[src/core/usfc_pkg.sv]
// constants and types shared by the serial clock and frame core
package usfc_pkg;
  // register byte offsets on the Avalon-MM slave
  localparam logic [7:0] OFS_DATA = 8'h00;
  localparam logic [7:0] OFS_CTRL_A = 8'h04;
  localparam logic [7:0] OFS_CTRL_B = 8'h08;
  localparam logic [7:0] OFS_CTRL_C = 8'h0C;
  localparam logic [7:0] OFS_BAUD_L = 8'h10;
  localparam logic [7:0] OFS_BAUD_H = 8'h14;
  // serial_control_a fields
  localparam int A_RXC = 7;
  localparam int A_TXC = 6;
  localparam int A_UDRE = 5;
  localparam int A_FE = 4;
  localparam int A_DOR = 3;
  localparam int A_PE = 2;
  localparam int A_DBL = 1;
  // serial_control_b fields
  localparam int B_XDIR = 5;
  localparam int B_RXEN = 4;
  localparam int B_TXEN = 3;
  localparam int B_CSZ2 = 2;
  localparam int B_RXB8 = 1;
  localparam int B_TXB8 = 0;
  // serial_control_c fields
  localparam int C_SYNC = 6;
  localparam int C_PM = 4;
  localparam int C_SBS = 3;
  localparam int C_CSZ = 1;
  localparam int C_POL = 0;
  // widths
  localparam int DIV_W = 12;
  localparam int ENT_W = 11;
  // reset values
  localparam logic [DIV_W-1:0] DIV_RST = 12'h000;
  localparam logic [2:0] CSZ_RST = 3'h3;
  // ticks per bit, minus one, and mid-bit sample index
  localparam logic [3:0] RATE_NORM = 4'hF;
  localparam logic [3:0] RATE_DBL = 4'h7;
  localparam logic [3:0] MID_NORM = 4'h9;
  localparam logic [3:0] MID_DBL = 4'h5;
  // frame format codes and receive buffer depth
  localparam logic [2:0] CSZ_9BIT = 3'h7;
  localparam logic [3:0] CSZ_BASE = 4'h5;
  localparam logic [3:0] CSZ_DEF = 4'h8;
  localparam logic [1:0] FIFO_DEPTH = 2'h2;

  typedef enum logic [4:0] {
    TX_IDLE = 5'h01,
    TX_DATA = 5'h02,
    TX_PAR = 5'h04,
    TX_STOP = 5'h08,
    TX_LAST = 5'h10
  } usfc_tx_t;

  typedef enum logic [4:0] {
    RX_IDLE = 5'h01,
    RX_START = 5'h02,
    RX_DATA = 5'h04,
    RX_PAR = 5'h08,
    RX_STOP = 5'h10
  } usfc_rx_t;

  // number of data bits for a character_size code
  function automatic logic [3:0] usfc_nbits(input logic [2:0] csz);
    if (csz == CSZ_9BIT)
    begin
      return 4'h9;
    end
    else if (csz[2])
    begin
      return CSZ_DEF;
    end
    return CSZ_BASE + {2'h0, csz[1:0]};
  endfunction : usfc_nbits

  // xor of the used data bits, inverted for odd parity
  function automatic logic usfc_parity(input logic [8:0] d,
      input logic [3:0] nb, input logic odd);
    logic p;
    p = odd;
    for (int i = 0; i < 9; i++)
    begin
      if (i < int'(nb))
      begin
        p = p ^ d[i];
      end
    end
    return p;
  endfunction : usfc_parity
endpackage : usfc_pkg

[src/core/usfc_core.sv]
// serial clock generator, frame transmitter and receiver with register slave
// Functional notes
// - four clock modes; sync_mode_select one picks synchronous, zero asynchronous
// - in sync mode pin direction picks master (output) or slave (input) clock
// - transfer clock pin untouched by serial logic in asynchronous mode
// - baud down-counter reloads at zero and on low divisor write; tick at zero
// - divisor is 12 bits from high and low registers, 0 to 4095
// - transmitter divides baud tick by 16, 8 or 2 per mode
// - bit rate fosc/(16,8 or 2 times divisor plus one) per mode
// - receiver uses baud tick directly, 16, 8 or 2 states per mode
// - double speed receiver takes 8 samples per bit instead of 16
// - slave clock synchronised and edge detected; partner keeps it under fosc/4
// - data changes on one clock edge, sampled on the other, polarity selects
// - one start, 5 to 9 data, none/even/odd parity, 1 or 2 stops
// - start, data lsb first, parity, stops; frames may follow back to back
// - stop bits and idle line are high
// - frame format shared by both directions; change only when idle
// - receiver checks only the first stop bit for framing error
// - parity is xor of data bits, inverted for odd
// - receiver flags framing, overrun and parity errors
// - receive buffer holds two characters behind the shift register
// - one transmit buffer ahead of shift register allows gapless frames
// - three event outputs: tx complete, tx buffer empty, rx complete
// - asynchronous receiver majority-filters samples and rejects false starts
//
// The implementer's own choices: the Avalon-MM register port and the register addresses.
`timescale 1ns/100ps
`default_nettype none
module usfc_core (
  // clock, reset, enable
  input wire logic MCLK_I,
  input wire logic NRST_I,
  input wire logic CE_I,
  // avalon-mm slave
  input wire logic [7:0] AVS_ADDRESS_I,
  input wire logic AVS_READ_I,
  input wire logic AVS_WRITE_I,
  input wire logic [3:0] AVS_BYTEENABLE_I,
  input wire logic [31:0] AVS_WRITEDATA_I,
  output logic [31:0] AVS_READDATA_O,
  output logic AVS_WAITREQUEST_O,
  // serial link
  input wire logic SERIAL_IN_I,
  output logic SERIAL_OUT_O,
  input wire logic XFER_CLOCK_I,
  output logic XFER_CLOCK_O,
  output logic XFER_CLOCK_OE_N_O,
  // event levels
  output logic TX_COMPLETE_O,
  output logic TX_EMPTY_O,
  output logic RX_COMPLETE_O
);

  typedef struct packed {
    logic wreq;
    logic [31:0] rdata;
    logic rd_pop;
    logic [usfc_pkg::DIV_W-1:0] cnt;
    logic [usfc_pkg::DIV_W-1:0] div;
    logic [3:0] bhi;
    logic u2x;
    logic xdir;
    logic rxen;
    logic txen;
    logic [2:0] csz;
    logic txb8;
    logic sync;
    logic [1:0] pm;
    logic sbs;
    logic pol;
    logic [3:0] txpre;
    logic xck;
    logic xck_oe_n;
    logic xs1;
    logic xs2;
    logic xs3;
    usfc_pkg::usfc_tx_t tst;
    logic [8:0] tsh;
    logic tpar;
    logic [3:0] tbit;
    logic tstop;
    logic [8:0] tbuf;
    logic tbufv;
    logic txd;
    logic txc;
    logic udre;
    usfc_pkg::usfc_rx_t rst;
    logic [3:0] rcnt;
    logic [2:0] smp;
    logic [8:0] rsh;
    logic [3:0] rbit;
    logic rpar;
    logic rpe;
    logic [1:0][usfc_pkg::ENT_W-1:0] fifo;
    logic wp;
    logic rp;
    logic [1:0] fcnt;
    logic dor;
    logic rxc;
  } usfc_state_t;

  usfc_state_t s;
  usfc_state_t n;

  logic tick;
  logic [3:0] rate;
  logic [3:0] mid;
  logic [3:0] nbits;
  logic rise;
  logic fall;
  logic tx_bit;
  logic rx_samp;
  logic bitv;
  logic req;
  logic accept;
  logic wr_ok;
  logic txc_set;
  logic [usfc_pkg::ENT_W-1:0] head;
  logic [7:0] rd_byte;

  always_comb
  begin
    n = s;
    txc_set = 1'b0;
    tick = (s.cnt == '0);
    rate = s.u2x ? usfc_pkg::RATE_DBL : usfc_pkg::RATE_NORM;
    mid = s.u2x ? usfc_pkg::MID_DBL : usfc_pkg::MID_NORM;
    nbits = usfc_pkg::usfc_nbits(s.csz);
    head = (s.fcnt != 2'h0) ? s.fifo[s.rp] : '0;
    req = AVS_READ_I | AVS_WRITE_I;
    accept = req & ~s.wreq;
    wr_ok = accept & AVS_WRITE_I & AVS_BYTEENABLE_I[0];

    // baud generator
    n.cnt = tick ? s.div : s.cnt - 1'b1;
    if (tick)
    begin
      n.txpre = (s.txpre >= rate) ? 4'h0 : s.txpre + 4'h1;
      n.smp = {s.smp[1:0], SERIAL_IN_I};
    end

    // transfer clock: driven only in sync master, sampled only in sync slave
    n.xs1 = XFER_CLOCK_I;
    n.xs2 = s.xs1;
    n.xs3 = s.xs2;
    n.xck_oe_n = ~(s.sync & s.xdir);
    if (s.sync && s.xdir)
    begin
      n.xck = tick ? ~s.xck : s.xck;
    end
    else
    begin
      n.xck = 1'b0;
    end
    rise = s.xdir ? (tick & ~s.xck) : (s.xs2 & ~s.xs3);
    fall = s.xdir ? (tick & s.xck) : (~s.xs2 & s.xs3);
    // async bit period counts 16 or 8 ticks; sync uses clock edges
    tx_bit = s.sync ? (s.pol ? fall : rise)
                    : (tick & (s.txpre >= rate));
    rx_samp = s.sync ? (s.pol ? rise : fall)
                     : (tick & (s.rcnt == mid));
    // majority of three samples filters short glitches
    bitv = s.sync ? SERIAL_IN_I
         : ((s.smp[0] & s.smp[1]) | (s.smp[1] & s.smp[2])
            | (s.smp[0] & s.smp[2]));

    // transmitter
    case (s.tst)
      usfc_pkg::TX_IDLE, usfc_pkg::TX_LAST:
      begin
        if (tx_bit)
        begin
          if (s.tbufv && s.txen)
          begin
            n.txd = 1'b0;
            n.tsh = s.tbuf;
            n.tpar = usfc_pkg::usfc_parity(s.tbuf, nbits, s.pm[0]);
            n.tbufv = 1'b0;
            n.tbit = 4'h0;
            n.tst = usfc_pkg::TX_DATA;
          end
          else
          begin
            n.txd = 1'b1;
            txc_set = (s.tst == usfc_pkg::TX_LAST);
            n.tst = usfc_pkg::TX_IDLE;
          end
        end
      end
      usfc_pkg::TX_DATA:
      begin
        if (tx_bit)
        begin
          n.txd = s.tsh[0];
          n.tsh = {1'b0, s.tsh[8:1]};
          n.tbit = s.tbit + 4'h1;
          if (s.tbit == nbits - 4'h1)
          begin
            n.tst = s.pm[1] ? usfc_pkg::TX_PAR : usfc_pkg::TX_STOP;
            n.tstop = 1'b0;
          end
        end
      end
      usfc_pkg::TX_PAR:
      begin
        if (tx_bit)
        begin
          n.txd = s.tpar;
          n.tst = usfc_pkg::TX_STOP;
        end
      end
      usfc_pkg::TX_STOP:
      begin
        if (tx_bit)
        begin
          n.txd = 1'b1;
          n.tstop = 1'b1;
          if (s.tstop == s.sbs)
          begin
            n.tst = usfc_pkg::TX_LAST;
          end
        end
      end
      default:
      begin
        n.tst = usfc_pkg::TX_IDLE;
        n.txd = 1'b1;
      end
    endcase

    // receiver
    if (s.rst != usfc_pkg::RX_IDLE && tick)
    begin
      n.rcnt = (s.rcnt >= rate) ? 4'h0 : s.rcnt + 4'h1;
    end
    case (s.rst)
      usfc_pkg::RX_IDLE:
      begin
        n.rsh = '0;
        n.rpar = 1'b0;
        n.rpe = 1'b0;
        n.rbit = 4'h0;
        if (s.rxen && s.sync && rx_samp && !SERIAL_IN_I)
        begin
          n.rst = usfc_pkg::RX_DATA;
        end
        else if (s.rxen && !s.sync && tick && !SERIAL_IN_I)
        begin
          n.rcnt = 4'h1;
          n.rst = usfc_pkg::RX_START;
        end
      end
      usfc_pkg::RX_START:
      begin
        if (rx_samp)
        begin
          n.rst = bitv ? usfc_pkg::RX_IDLE : usfc_pkg::RX_DATA;
        end
      end
      usfc_pkg::RX_DATA:
      begin
        if (rx_samp)
        begin
          n.rsh[s.rbit] = bitv;
          n.rpar = s.rpar ^ bitv;
          n.rbit = s.rbit + 4'h1;
          if (s.rbit == nbits - 4'h1)
          begin
            n.rst = s.pm[1] ? usfc_pkg::RX_PAR : usfc_pkg::RX_STOP;
          end
        end
      end
      usfc_pkg::RX_PAR:
      begin
        if (rx_samp)
        begin
          n.rpe = bitv ^ s.rpar ^ s.pm[0];
          n.rst = usfc_pkg::RX_STOP;
        end
      end
      usfc_pkg::RX_STOP:
      begin
        // second stop bit is never looked at
        if (rx_samp)
        begin
          n.rst = usfc_pkg::RX_IDLE;
          if (s.fcnt == usfc_pkg::FIFO_DEPTH)
          begin
            n.dor = 1'b1;
          end
          else
          begin
            n.fifo[s.wp] = {s.rpe, ~bitv, s.rsh};
            n.wp = ~s.wp;
            n.fcnt = s.fcnt + 2'h1;
          end
        end
      end
      default:
      begin
        n.rst = usfc_pkg::RX_IDLE;
      end
    endcase

    // register slave: answer one cycle after the request appears
    case (AVS_ADDRESS_I)
      usfc_pkg::OFS_DATA: rd_byte = head[7:0];
      usfc_pkg::OFS_CTRL_A: rd_byte = {s.rxc, s.txc, s.udre, head[9],
                                       s.dor, head[10], s.u2x, 1'b0};
      usfc_pkg::OFS_CTRL_B: rd_byte = {2'h0, s.xdir, s.rxen, s.txen,
                                       s.csz[2], head[8], s.txb8};
      usfc_pkg::OFS_CTRL_C: rd_byte = {1'b0, s.sync, s.pm, s.sbs,
                                       s.csz[1:0], s.pol};
      usfc_pkg::OFS_BAUD_L: rd_byte = s.div[7:0];
      usfc_pkg::OFS_BAUD_H: rd_byte = {4'h0, s.bhi};
      default: rd_byte = 8'h00;
    endcase
    if (req && s.wreq)
    begin
      n.wreq = 1'b0;
      n.rdata = AVS_READ_I ? {24'h0, rd_byte} : 32'h0;
      n.rd_pop = AVS_READ_I && (AVS_ADDRESS_I == usfc_pkg::OFS_DATA)
                 && (s.fcnt != 2'h0);
    end
    else
    begin
      n.wreq = 1'b1;
    end
    if (accept && s.rd_pop)
    begin
      n.rp = ~s.rp;
      n.fcnt = n.fcnt - 2'h1;
      // an overrun in the same cycle as the pop still sets the flag
      n.dor = (s.rst == usfc_pkg::RX_STOP) && rx_samp
              && (s.fcnt == usfc_pkg::FIFO_DEPTH);
    end
    if (wr_ok)
    begin
      case (AVS_ADDRESS_I)
        usfc_pkg::OFS_DATA:
        begin
          // a write while the buffer is still full is dropped
          if (!s.tbufv)
          begin
            n.tbuf = {s.txb8, AVS_WRITEDATA_I[7:0]};
            n.tbufv = 1'b1;
          end
        end
        usfc_pkg::OFS_CTRL_A:
        begin
          n.u2x = AVS_WRITEDATA_I[usfc_pkg::A_DBL];
          if (AVS_WRITEDATA_I[usfc_pkg::A_TXC])
          begin
            n.txc = 1'b0;
          end
        end
        usfc_pkg::OFS_CTRL_B:
        begin
          n.xdir = AVS_WRITEDATA_I[usfc_pkg::B_XDIR];
          n.rxen = AVS_WRITEDATA_I[usfc_pkg::B_RXEN];
          n.txen = AVS_WRITEDATA_I[usfc_pkg::B_TXEN];
          n.csz[2] = AVS_WRITEDATA_I[usfc_pkg::B_CSZ2];
          n.txb8 = AVS_WRITEDATA_I[usfc_pkg::B_TXB8];
        end
        usfc_pkg::OFS_CTRL_C:
        begin
          // shared by both directions, so a change mid-frame corrupts it
          n.sync = AVS_WRITEDATA_I[usfc_pkg::C_SYNC];
          n.pm = AVS_WRITEDATA_I[usfc_pkg::C_PM +: 2];
          n.sbs = AVS_WRITEDATA_I[usfc_pkg::C_SBS];
          n.csz[1:0] = AVS_WRITEDATA_I[usfc_pkg::C_CSZ +: 2];
          n.pol = AVS_WRITEDATA_I[usfc_pkg::C_POL];
        end
        usfc_pkg::OFS_BAUD_L:
        begin
          n.div = {s.bhi, AVS_WRITEDATA_I[7:0]};
          n.cnt = {s.bhi, AVS_WRITEDATA_I[7:0]};
        end
        usfc_pkg::OFS_BAUD_H:
        begin
          n.bhi = AVS_WRITEDATA_I[3:0];
        end
        default:
        begin
          n.bhi = s.bhi;
        end
      endcase
    end
    // hardware set beats software clear
    if (txc_set)
    begin
      n.txc = 1'b1;
    end
    n.udre = ~n.tbufv;
    n.rxc = (n.fcnt != 2'h0);
  end

  always_ff @(posedge MCLK_I or negedge NRST_I)
  begin
    if (!NRST_I)
    begin
      s <= '0;
      s.wreq <= 1'b1;
      s.div <= usfc_pkg::DIV_RST;
      s.cnt <= usfc_pkg::DIV_RST;
      s.csz <= usfc_pkg::CSZ_RST;
      s.xck_oe_n <= 1'b1;
      s.tst <= usfc_pkg::TX_IDLE;
      s.txd <= 1'b1;
      s.udre <= 1'b1;
      s.rst <= usfc_pkg::RX_IDLE;
      s.smp <= 3'h7;
    end
    else if (CE_I)
    begin
      s <= n;
    end
  end

  assign AVS_READDATA_O = s.rdata;
  assign AVS_WAITREQUEST_O = s.wreq;
  assign SERIAL_OUT_O = s.txd;
  assign XFER_CLOCK_O = s.xck;
  assign XFER_CLOCK_OE_N_O = s.xck_oe_n;
  assign TX_COMPLETE_O = s.txc;
  assign TX_EMPTY_O = s.udre;
  assign RX_COMPLETE_O = s.rxc;
endmodule : usfc_core
`default_nettype wire

[config.mk]
export PLATFORM = sky130hd
export DESIGN_NAME = usfc_core
export DESIGN_NICKNAME = d
export VERILOG_FILES = /design/src/core/usfc_pkg.sv /design/src/core/usfc_core.sv
export SDC_FILE = /design/constraint.sdc
export NUM_CORES = 1
export LEC_CHECK = 0
export BUFFER_PORTS_ARGS = -buffer_cell sky130_fd_sc_hd__buf_2
export CAP_MARGIN = 10
export CORE_ASPECT_RATIO = 0.8
export CORE_MARGIN = 2
export CORE_UTILIZATION = 45
export CTS_BUF_LIST = sky130_fd_sc_hd__clkbuf_8
export CTS_CLUSTER_SIZE = 25
export DETAILED_ROUTE_END_ITERATION = 10
export GPL_TIMING_DRIVEN = 0
export PLACE_DENSITY = 0.67
export SYNTH_ARGS = -nofsm -noshare
export SYNTH_HDL_FRONTEND = slang
export SYNTH_SLANG_ARGS = --single-unit
export TNS_END_PERCENT = 1
[constraint.sdc]
create_clock -name MCLK_I -period 6.26 [get_ports MCLK_I]
set_input_delay 0.313 -clock MCLK_I [delete_from_list [all_inputs] [get_ports MCLK_I]]
set_output_delay 0.313 -clock MCLK_I [all_outputs]
set_load 0.03 [all_outputs]
==> reports/qor.csv <==
stage,metric,value,unit
synth,synth top area cells,"dfrtp_1 (41%), mux2_2 (8.3%), dfstp_2 (3.5%)",
cts,H-tree depth,4,
grt,GRT met1 Usage,33.8,%
grt,first-pass GRT wire length,34.2,mm
sta,Max Clock Freq,0.281,GHz
sta,crit share post-route,56.9,%
sta,RSZ-0062 raised after global routing,false,
setup_path,flop2flop setup slack,2.70,ns
grt,met2 global-route usage,31.6,%
synth,synth warn,0,
grt,grt ovf,0,
setup_path,"Max FO, Critical Path",10,
hold_path,hold path start,XFER_CLOCK_I,
layout,area delta synth->final,12.2,%
route,Avg Vias per Cell,5.80,
sta,Fin. Hold Viols,0,
synth,most frequent cell after synthesis,dfrtp_1,
synth,top-area cell type share of the netlist area,40.9,%
placed_design,# port buffers,37,
synth,"Async S/R FF share, synth",100,%
synth,largest area contributor in the netlist,dfrtp_1,
sta,relative slew slack,18.7,%
synth,#FFs+latches synth,148,
synth,Most used DFF post-synth,dfrtp_1,
cts,clock latency on the worst-skew pair,0.47,ns
layout,Layout fillers,1693,
hold_path,Hold Path Depth,2,
sta,clk_skew,0.00896,ns
setup_path,Setup CP Type,flop to flop,
route,drt wl/cell,18.4,um
setup_path,CP max stage cell,or3_1,
sta,hold_ws,0.0693,ns
floorplan,Die Ht,126,um
sta,final setup vio count,0,
flow_run,MaxCap Viol Count,0,
synth,synthesized cell area,8380,um^2
placed_design,DPL Wire Length,15.5,mm
setup_path,Worst path max stage delay,0.44,ns
layout,antenna diode count,0,
layout,share of cells above drive strength 1,21.4,%
floorplan,die width,157,um
floorplan,# rows,44,
floorplan,Die ar.,19700,um^2
hold_path,worst min path class,input pin to flop,
cts,Post CTS Setup Buffer Count,0,
floorplan,initial core utilization,46.1,%
route,Routed WL,21.5,mm
layout,post-route insts no fill,1168,
synth,"top cells by count, synth","dfrtp_1 (137), nand2_1 (74), mux2_2 (62)",
setup_path,Top delay family on crit path,simple AND/OR/NAND/NOR gates,
route,initial DRC count,694,
sta,post-layout min period,3.56,ns
route,via count,6779,
power_and_ir_drop,leakage power,4.26,nW
cts,TritonCTS sink count,148,
synth,Mapped Cells,844,
grt,initial antenna violation count,0,
synth,sequential area share after synthesis,44.4,%
run_status,status,finished clean,
floorplan,Core Box Area,18200,um^2
floorplan,IO Count,90,
cts,CTS buffer count,17,
sta,sum of negative setup slack,0,ns
cts,CTS Root Cell,clkbuf_8,
cts,CTS tree,built,
cts,Clock Pin Slew Worst Setup and Hold Paths,0.08,ns
layout,nets,993,
power_and_ir_drop,power per standard cell area,234,nW/um^2
grt,number of global-route vias before repair,6156,
setup_path,R2R depth,11,
layout,post-layout util,51.7,%
grt,largest net degree at the start of global routing,91,
setup_path,reg-to-reg endpoint,s[13]$_DFFE_PN0P_,
setup_path,Worst Path Arrival,3.92,ns
synth,Post-synth EDFFs,0,
setup_path,worst-path cell chain,inv_1 > ha_1 > nor3b_1 > nand4_1 > or3_1 > clkbuf_1 > a21bo_1 > buf_6 > nor4_1 > buf_2 > mux2_2,
synth,Avg Synthesized Cell Area,9.93,um^2
setup_path,required time worst endpoint,6.62,ns
route,DRC viols,0,
setup_path,Worst setup EP type,flop,
placed_design,global placement routability congestion,0.914,
setup_path,worst path buffer plus inverter count,4,
sta,transition time of the tightest slew-check pin,1.21,ns
route,Pre-antenna DRT Iters,7,
synth,"Distinct cells, synth",75,
grt,most used routing layer,met1,
route,Antenna Nets Post-Route,0,
cts,clock tree buffer depth,2,
power_and_ir_drop,Worst VDD drop,0.102,mV
sta,Max Slew Vio Count,0,
setup_path,Worst R2R Start,s[126]$_DFFE_PN0P_,
placed_design,DP Cell Count,1135,
setup_path,CP startpoint kind,flop,
grt,Tot GR Track Use,22.7,%
grt,met3 GRT Util,6.68,%
hold_path,worst-case hold path end point,n[89]$_DFFE_PN0P_,
cell usage in the layout (no fill, tap or decap), types with 10 or more instances in the layout:
| master | instances |
|---|---|
| dfrtp_1 | 137 |
| nand2_1 | 74 |
| mux2_2 | 62 |
| nor2_1 | 58 |
| o21ai_0 | 57 |
| a21oi_1 | 41 |
| buf_2 | 37 |
| inv_1 | 36 |
| clkbuf_1 | 32 |
| buf_4 | 32 |
| nand3_1 | 26 |
| conb_1 | 24 |
| mux2i_1 | 23 |
| clkbuf_8 | 19 |
| o31ai_1 | 18 |
| ha_1 | 17 |
| xnor2_1 | 15 |
| nor3_1 | 12 |
| dfstp_2 | 11 |
| nor4_1 | 11 |
| nor2b_1 | 10 |
| a31oi_1 | 10 |
sequential cells by signal (all words and copies together), names as in the netlist:
name and count:
AVS_READDATA_O 8, AVS_WAITREQUEST_O 1, RX_COMPLETE_O 1, SERIAL_OUT_O 1
TX_COMPLETE_O 1, TX_EMPTY_O 1, XFER_CLOCK_O 1, XFER_CLOCK_OE_N_O 1
n 2, s 131
routing by layer:
layer,up-vias,wire [um]
li1,3197,-
met1,3286,10200
met2,257,9090
met3,39,1700
met4,0,493
met5,-,0
report_power, final:
group          internal, W  total (W)  switching (W)
registers         0.000997    0.00104      0.0000465
clock network     0.000413   0.000797       0.000384
logic             0.000129   0.000359       0.000230
how the worst max path moves through the flow:
stage,start,to,depth (start not counted)
after floorplan,s[126]$_DFFE_PN0P_,s[17]$_DFFE_PN0P_,10
after global placement,NRST_I,s[61]$_DFFE_PN0P_,1
after detailed placement,s[126]$_DFFE_PN0P_,s[8]$_DFFE_PN0P_,11
after CTS,s[126]$_DFFE_PN0P_,s[13]$_DFFE_PN0P_,11
after global routing,s[126]$_DFFE_PN0P_,s[13]$_DFFE_PN0P_,11
final,s[126]$_DFFE_PN0P_,s[13]$_DFFE_PN0P_,11
metrics by stage:
step | worst slack [ns] | instance area, um^2 | power (W)
4_1_cts | 2.73 | 9400 | 0.00220
5_1_grt | 2.47 | 9400 | 0.00230
2_1_floorplan | 3.10 | 8460 | 0.00130
6_report | 2.70 | 9400 | 0.00220
3_3_place_gp | 2.64 | 8940 | 0.00140
3_5_place_dp | 2.75 | 8970 | 0.00141
layout make-up:
class | count | area, um^2 | area share [%]
timing repair buffer | 39 | 229 | 2.44
multi-input combinational | 614 | 4200 | 44.7
inverter | 34 | 128 | 1.36
tap | 230 | 288 | 3.06
buffer | 71 | 418 | 4.45
sequential | 148 | 3720 | 39.5
clock buffer | 19 | 262 | 2.78
clock inverter | 13 | 160 | 1.70
timing repair:
| action | 4_1_cts | 5_1_grt |
|---|---|---|
| gates resized for setup | 0 | 0 |
| hold buffers | 1 | 0 |
| hold endpoints to repair | 55 | 0 |
cells by family (layout without fill, tap and decap cells):
| logic type | Yosys count | count (layout) | share of synthesized area [%] |
|---|---|---|---|
| simple gates | 247 | 247 | 14.8 |
| compound gates | 206 | 206 | 16.2 |
| flops | 148 | 148 | 44.4 |
| buf+inv | 105 | 176 | 6.51 |
| mux | 95 | 95 | 13.0 |
| xor+xnor | 24 | 24 | 2.51 |
| fa+ha+maj | 18 | 18 | 2.66 |
| other cells | 1 | 24 | 0.0448 |
Power figures use the tool's default switching activity.
